`config.mk`:
```
export PLATFORM = sky130hd
export DESIGN_NAME = sdcr_regs
export DESIGN_NICKNAME = d
export VERILOG_FILES = /design/src/design/sdcr_pkg.sv /design/src/design/sdcr_regs.sv
export SDC_FILE = /design/constraint.sdc
export NUM_CORES = 1
export LEC_CHECK = 0
export ABC_CLOCK_PERIOD_IN_PS = 2250
export BUFFER_PORTS_ARGS = -buffer_cell sky130_fd_sc_hd__buf_4
export CAP_MARGIN = 20
export CORE_ASPECT_RATIO = 0.75
export CORE_MARGIN = 2
export CORE_UTILIZATION = 50
export DETAILED_ROUTE_END_ITERATION = 10
export PLACE_DENSITY = 0.83
export SETUP_SLACK_MARGIN = 0.5
export SLEW_MARGIN = 20
export SYNTH_ARGS = -nofsm -noshare
export SYNTH_HDL_FRONTEND = slang
export SYNTH_SLANG_ARGS = --single-unit
export TNS_END_PERCENT = 1
```
`constraint.sdc`:
```
create_clock -name CLK_SYS_IN -period 2.25 [get_ports CLK_SYS_IN]
set_input_delay 0.1125 -clock CLK_SYS_IN [delete_from_list [all_inputs] [get_ports CLK_SYS_IN]]
set_output_delay 0.1125 -clock CLK_SYS_IN [all_outputs]
set_load 0.03 [all_outputs]
```
`src/design/sdcr_pkg.sv`:
```
// package of constants and types for the sound demodulator configuration registers
package sdcr_pkg;

    // ------------------------------------------------------------
    // subaddress map
    // ------------------------------------------------------------
    localparam logic [7:0] SDCR_SUB_MON_SELECT = 8'h02;
    localparam logic [7:0] SDCR_SUB_C1_HIGH = 8'h03;
    localparam logic [7:0] SDCR_SUB_C1_MID = 8'h04;
    localparam logic [7:0] SDCR_SUB_C1_LOW = 8'h05;
    localparam logic [7:0] SDCR_SUB_C2_HIGH = 8'h06;
    localparam logic [7:0] SDCR_SUB_C2_MID = 8'h07;
    localparam logic [7:0] SDCR_SUB_C2_LOW = 8'h08;
    localparam logic [7:0] SDCR_SUB_DEMOD_CFG = 8'h09;
    localparam logic [7:0] SDCR_SUB_STEP = 8'h01;

    // ------------------------------------------------------------
    // reset values
    // ------------------------------------------------------------
    localparam logic [7:0] SDCR_BYTE_RESET = 8'h00;
    localparam logic [23:0] SDCR_WORD_RESET = 24'h000000;
    localparam logic [7:0] SDCR_MON_RESET = 8'h00;
    localparam logic [7:0] SDCR_CFG_RESET = 8'h00;

    // ------------------------------------------------------------
    // monitor select byte fields
    // ------------------------------------------------------------
    localparam int SDCR_MON_CHAN_HI = 4;
    localparam int SDCR_MON_CHAN_LO = 3;
    localparam int SDCR_MON_SRC_HI = 1;
    localparam int SDCR_MON_SRC_LO = 0;
    // writable bits of the monitor select byte; the rest stay zero
    localparam logic [7:0] SDCR_MON_MASK = 8'h1B;

    localparam logic [1:0] SDCR_MCH_AVERAGE = 2'h0;
    localparam logic [1:0] SDCR_MCH_ONE = 2'h1;
    localparam logic [1:0] SDCR_MCH_TWO = 2'h2;

    localparam logic [1:0] SDCR_MSRC_DC = 2'h0;
    localparam logic [1:0] SDCR_MSRC_MAGPHASE = 2'h1;
    localparam logic [1:0] SDCR_MSRC_FMAM = 2'h2;
    localparam logic [1:0] SDCR_MSRC_NICAM = 2'h3;

    // ------------------------------------------------------------
    // demodulator configuration byte fields
    // ------------------------------------------------------------
    localparam int SDCR_CFG_IDENT_HI = 7;
    localparam int SDCR_CFG_IDENT_LO = 6;
    localparam int SDCR_CFG_REGION = 5;
    localparam int SDCR_CFG_FILT_HI = 4;
    localparam int SDCR_CFG_CH2_HI = 3;
    localparam int SDCR_CFG_CH2_LO = 2;
    localparam int SDCR_CFG_FILT_LO = 1;
    localparam int SDCR_CFG_CH1_AM = 0;

    localparam logic [1:0] SDCR_ID_SLOW = 2'h0;
    localparam logic [1:0] SDCR_ID_MEDIUM = 2'h1;
    localparam logic [1:0] SDCR_ID_FAST = 2'h2;
    localparam logic [1:0] SDCR_ID_OFF = 2'h3;

    localparam logic [1:0] SDCR_CH2_FM = 2'h0;
    localparam logic [1:0] SDCR_CH2_AM = 2'h1;
    localparam logic [1:0] SDCR_CH2_NICAM = 2'h2;

    localparam logic [1:0] SDCR_FBW_NARROW = 2'h0;
    localparam logic [1:0] SDCR_FBW_EXTRA = 2'h1;
    localparam logic [1:0] SDCR_FBW_MEDIUM = 2'h2;
    localparam logic [1:0] SDCR_FBW_WIDE = 2'h3;

    // per-channel bandwidth reported to the datapath
    typedef enum logic [1:0] {
        SDCR_BW_NARROW,
        SDCR_BW_MEDIUM,
        SDCR_BW_WIDE,
        SDCR_BW_EXTRA_WIDE
    } sdcr_bw_type;

    // ------------------------------------------------------------
    // host-side word computation reference
    // ------------------------------------------------------------
    localparam int SDCR_MIXER_CLOCK_FREQ_KHZ = 12288;
    localparam int SDCR_WORD_STEPS_LOG2 = 24;

    // ------------------------------------------------------------
    // identification timing
    // ------------------------------------------------------------
    localparam logic [31:0] SDCR_ID_CNT_ZERO = 32'h00000000;
    localparam logic [31:0] SDCR_ID_CNT_STEP = 32'h00000001;

    // whole state of the register bank
    typedef struct packed {
        logic busy;
        logic [7:0] sub;
        logic [7:0] c1_high;
        logic [7:0] c1_mid;
        logic c1_high_ok;
        logic c1_mid_ok;
        logic [7:0] c2_high;
        logic [7:0] c2_mid;
        logic c2_high_ok;
        logic c2_mid_ok;
        logic [23:0] c1_word;
        logic [23:0] c2_word;
        logic c1_load;
        logic c2_load;
        logic [7:0] mon;
        logic [7:0] cfg;
        logic [31:0] id_cnt;
        logic id_due;
    } sdcr_state_type;

endpackage

```
`src/design/sdcr_regs.sv`:
```
// write-side configuration register bank of the sound demodulator
//
// Contract
// - monitor channel: average, channel one, channel two
// - monitor source: DC, magnitude/phase, FM/AM, NICAM
// - carrier one word from subaddresses 3..5
// - carrier word applied only when fully received
// - cut-short transfer discards partial carrier bytes
// - carrier one word resets to zero
// - carrier two word at subaddresses 6..8
// - carrier two tunes second FM or NICAM
// - demodulator config at subaddress 9, reset zero
// - filter code from config bits 4 and 1
// - ident time slow/medium/fast, 11 off and reset
// - ident result due within twice integrator time
// - region bit selects Korean or European pilots
// - channel two FM/AM/NICAM, NICAM wider decimation
// - channel one AM when bit 0 set
// - filter codes map to channel bandwidths
// - monitor fields in bits 4:3 and 1:0
`timescale 1ns/1ns
module sdcr_regs
    import sdcr_pkg::*;
#(
    parameter logic [31:0] IDENT_SLOW_CYCLES = 32'h00100000,
    parameter logic [31:0] IDENT_MEDIUM_CYCLES = 32'h00040000,
    parameter logic [31:0] IDENT_FAST_CYCLES = 32'h00010000
) (
    input wire logic CLK_SYS_IN,
    input wire logic RST_N_IN,
    input wire logic XFER_START_IN,
    input wire logic [7:0] XFER_SUBADDR_IN,
    input wire logic BYTE_STROBE_IN,
    input wire logic [7:0] BYTE_DATA_IN,
    input wire logic XFER_END_IN,
    output logic [23:0] CARRIER_ONE_WORD_OUT,
    output logic CARRIER_ONE_LOAD_OUT,
    output logic [23:0] CARRIER_TWO_WORD_OUT,
    output logic CARRIER_TWO_LOAD_OUT,
    output logic CARRIER_TWO_NICAM_OUT,
    output logic MON_CHAN_AVG_OUT,
    output logic MON_CHAN_ONE_OUT,
    output logic MON_CHAN_TWO_OUT,
    output logic [3:0] MON_SRC_SEL_OUT,
    output logic [7:0] MON_SELECT_OUT,
    output logic [7:0] DEMOD_CONFIG_OUT,
    output logic [1:0] IDENT_TIME_OUT,
    output logic IDENT_RESET_OUT,
    output logic IDENT_REGION_KOREA_OUT,
    output logic IDENT_RESULT_DUE_OUT,
    output logic [1:0] FILT_WIDTH_OUT,
    output sdcr_bw_type CH1_BW_OUT,
    output sdcr_bw_type CH2_BW_OUT,
    output logic CH1_FM_ALLOWED_OUT,
    output logic CH2_FM_ALLOWED_OUT,
    output logic CHAN_ONE_AM_OUT,
    output logic [1:0] CHAN_TWO_MODE_OUT,
    output logic CH2_WIDE_DECIM_OUT
);

    // ------------------------------------------------------------
    // state
    // ------------------------------------------------------------
    sdcr_state_type st_r;
    sdcr_state_type st_nxt;
    logic [31:0] id_limit;
    logic [1:0] mon_chan;
    logic [1:0] mon_src;
    logic [1:0] id_mode;
    logic [1:0] ch2_mode;
    logic [1:0] filt_code;

    assign mon_chan = {st_r.mon[SDCR_MON_CHAN_HI], st_r.mon[SDCR_MON_CHAN_LO]};
    assign mon_src = {st_r.mon[SDCR_MON_SRC_HI], st_r.mon[SDCR_MON_SRC_LO]};
    assign id_mode = {st_r.cfg[SDCR_CFG_IDENT_HI], st_r.cfg[SDCR_CFG_IDENT_LO]};
    assign ch2_mode = {st_r.cfg[SDCR_CFG_CH2_HI], st_r.cfg[SDCR_CFG_CH2_LO]};
    assign filt_code = {st_r.cfg[SDCR_CFG_FILT_HI], st_r.cfg[SDCR_CFG_FILT_LO]};

    // twice the integrator time bounds the wait for a valid result
    always_comb begin
        unique case (id_mode)
            SDCR_ID_SLOW: id_limit = IDENT_SLOW_CYCLES + IDENT_SLOW_CYCLES;
            SDCR_ID_MEDIUM: id_limit = IDENT_MEDIUM_CYCLES + IDENT_MEDIUM_CYCLES;
            SDCR_ID_FAST: id_limit = IDENT_FAST_CYCLES + IDENT_FAST_CYCLES;
            SDCR_ID_OFF: id_limit = SDCR_ID_CNT_ZERO;
        endcase
    end

    // ------------------------------------------------------------
    // next state
    // ------------------------------------------------------------
    always_comb begin
        logic cfg_written;
        cfg_written = 1'b0;
        st_nxt = st_r;
        st_nxt.c1_load = 1'b0;
        st_nxt.c2_load = 1'b0;
        if (XFER_START_IN) begin
            // a new transfer begins with nothing collected
            st_nxt.busy = 1'b1;
            st_nxt.sub = XFER_SUBADDR_IN;
            st_nxt.c1_high_ok = 1'b0;
            st_nxt.c1_mid_ok = 1'b0;
            st_nxt.c2_high_ok = 1'b0;
            st_nxt.c2_mid_ok = 1'b0;
        end else if (BYTE_STROBE_IN && st_r.busy) begin
            st_nxt.sub = st_r.sub + SDCR_SUB_STEP;
            unique case (st_r.sub)
                SDCR_SUB_MON_SELECT: begin
                    st_nxt.mon = BYTE_DATA_IN & SDCR_MON_MASK;
                end
                SDCR_SUB_C1_HIGH: begin
                    st_nxt.c1_high = BYTE_DATA_IN;
                    st_nxt.c1_high_ok = 1'b1;
                    st_nxt.c1_mid_ok = 1'b0;
                end
                SDCR_SUB_C1_MID: begin
                    st_nxt.c1_mid = BYTE_DATA_IN;
                    st_nxt.c1_mid_ok = st_r.c1_high_ok;
                end
                SDCR_SUB_C1_LOW: begin
                    if (st_r.c1_high_ok && st_r.c1_mid_ok) begin
                        st_nxt.c1_word = {st_r.c1_high, st_r.c1_mid, BYTE_DATA_IN};
                        st_nxt.c1_load = 1'b1;
                    end
                    st_nxt.c1_high_ok = 1'b0;
                    st_nxt.c1_mid_ok = 1'b0;
                end
                SDCR_SUB_C2_HIGH: begin
                    st_nxt.c2_high = BYTE_DATA_IN;
                    st_nxt.c2_high_ok = 1'b1;
                    st_nxt.c2_mid_ok = 1'b0;
                end
                SDCR_SUB_C2_MID: begin
                    st_nxt.c2_mid = BYTE_DATA_IN;
                    st_nxt.c2_mid_ok = st_r.c2_high_ok;
                end
                SDCR_SUB_C2_LOW: begin
                    if (st_r.c2_high_ok && st_r.c2_mid_ok) begin
                        st_nxt.c2_word = {st_r.c2_high, st_r.c2_mid, BYTE_DATA_IN};
                        st_nxt.c2_load = 1'b1;
                    end
                    st_nxt.c2_high_ok = 1'b0;
                    st_nxt.c2_mid_ok = 1'b0;
                end
                SDCR_SUB_DEMOD_CFG: begin
                    st_nxt.cfg = BYTE_DATA_IN;
                    cfg_written = 1'b1;
                end
                default: begin
                    // bytes outside this bank belong to other blocks
                end
            endcase
        end
        if (XFER_END_IN && !XFER_START_IN) begin
            // stop, early or not, drops any half-built word
            st_nxt.busy = 1'b0;
            st_nxt.c1_high_ok = 1'b0;
            st_nxt.c1_mid_ok = 1'b0;
            st_nxt.c2_high_ok = 1'b0;
            st_nxt.c2_mid_ok = 1'b0;
        end
        // any config write restarts identification; off holds it in reset
        if (cfg_written || id_mode == SDCR_ID_OFF) begin
            st_nxt.id_cnt = SDCR_ID_CNT_ZERO;
            st_nxt.id_due = 1'b0;
        end else if (!st_r.id_due) begin
            st_nxt.id_cnt = st_r.id_cnt + SDCR_ID_CNT_STEP;
            if (st_nxt.id_cnt >= id_limit) begin
                st_nxt.id_due = 1'b1;
            end
        end
    end

    // ------------------------------------------------------------
    // state register
    // ------------------------------------------------------------
    always_ff @(posedge CLK_SYS_IN or negedge RST_N_IN) begin
        if (!RST_N_IN) begin
            st_r.busy <= 1'b0;
            st_r.sub <= SDCR_BYTE_RESET;
            st_r.c1_high <= SDCR_BYTE_RESET;
            st_r.c1_mid <= SDCR_BYTE_RESET;
            st_r.c1_high_ok <= 1'b0;
            st_r.c1_mid_ok <= 1'b0;
            st_r.c2_high <= SDCR_BYTE_RESET;
            st_r.c2_mid <= SDCR_BYTE_RESET;
            st_r.c2_high_ok <= 1'b0;
            st_r.c2_mid_ok <= 1'b0;
            st_r.c1_word <= SDCR_WORD_RESET;
            st_r.c2_word <= SDCR_WORD_RESET;
            st_r.c1_load <= 1'b0;
            st_r.c2_load <= 1'b0;
            st_r.mon <= SDCR_MON_RESET;
            st_r.cfg <= SDCR_CFG_RESET;
            st_r.id_cnt <= SDCR_ID_CNT_ZERO;
            st_r.id_due <= 1'b0;
        end else begin
            st_r <= st_nxt;
        end
    end

    // ------------------------------------------------------------
    // decoded settings for the datapath
    // ------------------------------------------------------------
    assign CARRIER_ONE_WORD_OUT = st_r.c1_word;
    assign CARRIER_ONE_LOAD_OUT = st_r.c1_load;
    assign CARRIER_TWO_WORD_OUT = st_r.c2_word;
    assign CARRIER_TWO_LOAD_OUT = st_r.c2_load;
    assign CARRIER_TWO_NICAM_OUT = (ch2_mode == SDCR_CH2_NICAM);
    assign MON_SELECT_OUT = st_r.mon;
    assign DEMOD_CONFIG_OUT = st_r.cfg;

    // reserved channel code 11 selects nothing
    assign MON_CHAN_AVG_OUT = (mon_chan == SDCR_MCH_AVERAGE);
    assign MON_CHAN_ONE_OUT = (mon_chan == SDCR_MCH_ONE);
    assign MON_CHAN_TWO_OUT = (mon_chan == SDCR_MCH_TWO);

    genvar gi;
    generate
        for (gi = 0; gi < 4; gi++) begin : g_src
            assign MON_SRC_SEL_OUT[gi] = (mon_src == 2'(gi));
        end
    endgenerate

    assign IDENT_TIME_OUT = id_mode;
    assign IDENT_RESET_OUT = (id_mode == SDCR_ID_OFF);
    assign IDENT_REGION_KOREA_OUT = st_r.cfg[SDCR_CFG_REGION];
    assign IDENT_RESULT_DUE_OUT = st_r.id_due;
    assign FILT_WIDTH_OUT = filt_code;
    assign CHAN_ONE_AM_OUT = st_r.cfg[SDCR_CFG_CH1_AM];
    assign CHAN_TWO_MODE_OUT = ch2_mode;
    assign CH2_WIDE_DECIM_OUT = (ch2_mode == SDCR_CH2_NICAM);
    assign CH1_FM_ALLOWED_OUT = ~st_r.cfg[SDCR_CFG_CH1_AM];

    always_comb begin
        unique case (filt_code)
            SDCR_FBW_NARROW: begin
                CH1_BW_OUT = SDCR_BW_NARROW;
                CH2_BW_OUT = SDCR_BW_NARROW;
                CH2_FM_ALLOWED_OUT = 1'b1;
            end
            SDCR_FBW_EXTRA: begin
                CH1_BW_OUT = SDCR_BW_EXTRA_WIDE;
                CH2_BW_OUT = SDCR_BW_NARROW;
                // only channel one may demodulate FM here; NICAM still runs on two
                CH2_FM_ALLOWED_OUT = 1'b0;
            end
            SDCR_FBW_MEDIUM: begin
                CH1_BW_OUT = SDCR_BW_MEDIUM;
                CH2_BW_OUT = SDCR_BW_MEDIUM;
                CH2_FM_ALLOWED_OUT = 1'b1;
            end
            SDCR_FBW_WIDE: begin
                CH1_BW_OUT = SDCR_BW_WIDE;
                CH2_BW_OUT = SDCR_BW_WIDE;
                CH2_FM_ALLOWED_OUT = 1'b1;
            end
        endcase
    end

endmodule

```
==> results by group <==
Finish
  • Ant. Diodes: 0
  • Area Growth Syn to Fin: 24.8%
  • Nets: 825
  • Post-route cell area: 8940 sq um
  • Reg area: 3510 sq um
  • Filler cell count: 1005
  • Layout cells sized above 1: 38.0%
  • Area of the multi-input gates: 3210 sq um

Synth
  • EDFF count, synth: 0
  • Netlist cell types: 52
  • Cell Area, Synth: 7160 sq um
  • Top cells by area, synth: dfrtp_1 (49%), mux2_2 (10%), buf_4 (7.5%)
  • Seq/Total Area, Yosys: 48.9%
  • Synth top cells by count: dfrtp_1 (140), nand2_1 (110), buf_4 (72)
  • Yosys top cell area share: 48.9%
  • Largest area contributor in the netlist: dfrtp_1
  • Synth Warn #: 0
  • Syn Inst Count: 692
  • Async SR Flop Fraction: 100%
  • Mean Syn Cell Area: 10.3 sq um
  • Main synth FF type: dfrtp_1
  • Most common cell in the synthesized netlist: dfrtp_1
  • #FFs+latches synth: 140

Min path
  • Worst min path class: input pin to register

GRT
  • Grt total ovfl: 0
  • First-pass GRT wire length: 27000 um
  • Initial antenna violation count: 0
  • Largest net degree at the start of global routing: 68
  • Number of global-route vias before repair: 5267
  • Gr usage total: 22.9%

Worst setup path
  • Startpoint types: register
  • CP Capture Type: register
  • CP cell instances: and4_1, buf_4, nand2_1, or4_4, xnor2_2, ha_2, nor4_1, and3_1, a21oi_1
  • Slowest stage delay, CP: 580 ps
  • CP max FO: 5
  • CP Class: register to register
  • Critical Path RT: 2540 ps
  • Worst Path Buf+Inv: 1
  • Worst path slowest cell: or4_4
  • Arrival time worst endpoint: 2550 ps
  • CP delay by family, top: simple AND/OR/NAND/NOR gates

STA
  • Slack of the critical path: -5.13 ps
  • Tcrit/Tclk final: 100%
  • Final Slew Violations: 0
  • Worst-margin pin slew: 619 ps
  • Final setup violation count: 1
  • Hold Fails Final Rpt: 0
  • Fmax: 0.443 GHz
  • Tmin final: 2260 ps
  • RSZ-0062 raised after global routing: true
  • Slew margin rel.: 58.7%
  • Clk_skew: 9.70 ps

Floorplanning
  • Core box area: 13800 sq um
  • Die height: 108 um
  • Rows: 37
  • Die W: 142 um
  • Ports: 112
  • Full die area: 15300 sq um
  • Starting density of the core: 51.7%

Clock tree
  • Number of H-tree levels: 4
  • Root buf cell: clkbuf_16
  • Inserted Clock Buffers: 17
  • TritonCTS sink count: 140
  • Worst-path clk slew: 60 ps
  • Deepest clock path buffer count: 2
  • Latest clock arrival within the worst-skew pair: 420 ps
  • CTS tree: done

Route
  • Routed vias/inst: 5.40
  • Post-route DRC: 0
  • WL per Instance: 17.2 um
  • Initial DRC count: 411
  • Routed wire length: 16800 um
  • Vias: 5274
  • Final ANT Viol Nets: 0
  • DR pass1 iterations: 5

Placed design
  • Gpl congestion: 0.936
  • Pre-CTS WS: -86.8 ps
  • I/O Buffers: 107
  • Area after DPL: 7990 sq um
  • Hpwl dp: 11100 um

Power and ir drop
  • PD cells: 992 nW/um^2
  • Peak VDD IR: 0.000590 V
  • Leak pwr: 4.38 nW

Outcome
  • Status: finished with violations
  • Failing checks: setup timing

Flow run
  • Max Cap Viol: 0
==> cell families (layout without fill, tap and decap cells) <==
family,count (synthesis),after routing,synth area share (%)
compound gates,36,36,3.15
xor+xnor,53,53,6.48
fa+ha+maj,15,15,2.62
buf+inv,108,215,9.58
flops,140,140,48.9
mux,72,72,11.3
other cells,1,4,0.0524
simple gates,267,267,17.9
==> area by class of cell <==
cell class / instances / share of cell area, %
Inverter: 10 / 0.420
Clock inverter: 14 / 1.69
Sequential cell: 140 / 39.2
Clock buffer: 18 / 4.80
Multi-Input combinational cell: 447 / 35.9
Timing Repair Buffer: 173 / 15.5
Tap cell: 175 / 2.45
==> worst paths after layout <==
| kind | start | to | slack [ps] | depth (start not counted) |
|---|---|---|---|---|
| setup reg to reg | st_r[11] | IDENT_RESULT_DUE_OUT | -5 | 9 |
| min in group asynchronous | RST_N_IN | MON_SELECT_OUT[3] | 260 | 2 |
| hold reg to reg | CARRIER_TWO_WORD_OUT[14] | CARRIER_TWO_WORD_OUT[14] | 470 | 2 |
| max in group asynchronous | RST_N_IN | st_r[6] | 1220 | 3 |
| setup / recovery | st_r[11] | IDENT_RESULT_DUE_OUT | -5 | 9 |
| hold / removal | BYTE_DATA_IN[2] | CARRIER_TWO_WORD_OUT[2] | 7 | 3 |
==> cell usage in the layout, fill, tap and decap left out, types with 14 or more instances in the layout <==
cell,Yosys,layout
buf_4,72,155
clkbuf_16,0,17
dfrtp_1,140,138
mux2_2,66,52
mux2_4,0,15
nand2_1,110,105
nor2_1,51,45
nor3_1,19,14
xnor2_1,30,29
xor2_1,23,23
==> stage by stage <==
| stage | setup TNS (ps) | cells | hold WS [ps] | total power, mW | utilization, % |
|---|---|---|---|---|---|
| after floorplan | 0 | 695 | -183 | 4.79 | - |
| after global placement | 0 | 930 | 151 | 5.83 | 57.8 |
| after detailed placement | -86.8 | 930 | 155 | 5.87 | 57.8 |
| after CTS | 0 | 977 | 0.815 | 8.73 | 63.1 |
| after global routing | -194 | 977 | 6.96 | 9.33 | 64.6 |
| final | -5.13 | 977 | 6.60 | 8.87 | 64.6 |
==> power breakdown <==
part           internal [mW]  switching [mW]
Sequential              2.76           0.240
Combinational           1.44            1.70
Clock                   1.57            1.16
Total                   5.77            3.10
==> timing repair <==
item	4_1_cts	5_1_grt
setup buffers	3	0
gates resized for setup	4	52
endpoints found under the setup margin	129	130
hold endpoints to repair	77	0
hold buffers	12	0
pin swaps	9	13
==> worst min-delay path, stage by stage <==
cell	delay, ps
buf_4	160
nand2_1	70
nand2_1	50
==> metal layers <==
| layer | part of all wire (%) | vias up | GRT usage [%] |
|---|---|---|---|
| met1 | 46 | 2621 | 32.7 |
| met2 | 46 | 181 | 34.7 |
| met4 | 1.8 | 0 | 8.43 |
| met5 | 0 | - | 0 |
| met3 | 6.2 | 21 | 4.89 |
| li1 | - | 2451 | - |
==> registers in the layout, indices dropped and copies added (netlist names) <==
| signal | cells |
|---|---|
| st_r | 77 |
| CARRIER_ONE_WORD_OUT | 24 |
| CARRIER_TWO_WORD_OUT | 24 |
| DEMOD_CONFIG_OUT | 8 |
| MON_SELECT_OUT | 4 |
| CARRIER_ONE_LOAD_OUT | 1 |
| CARRIER_TWO_LOAD_OUT | 1 |
| IDENT_RESULT_DUE_OUT | 1 |
Note: power is estimated with default switching activity, not from simulation.
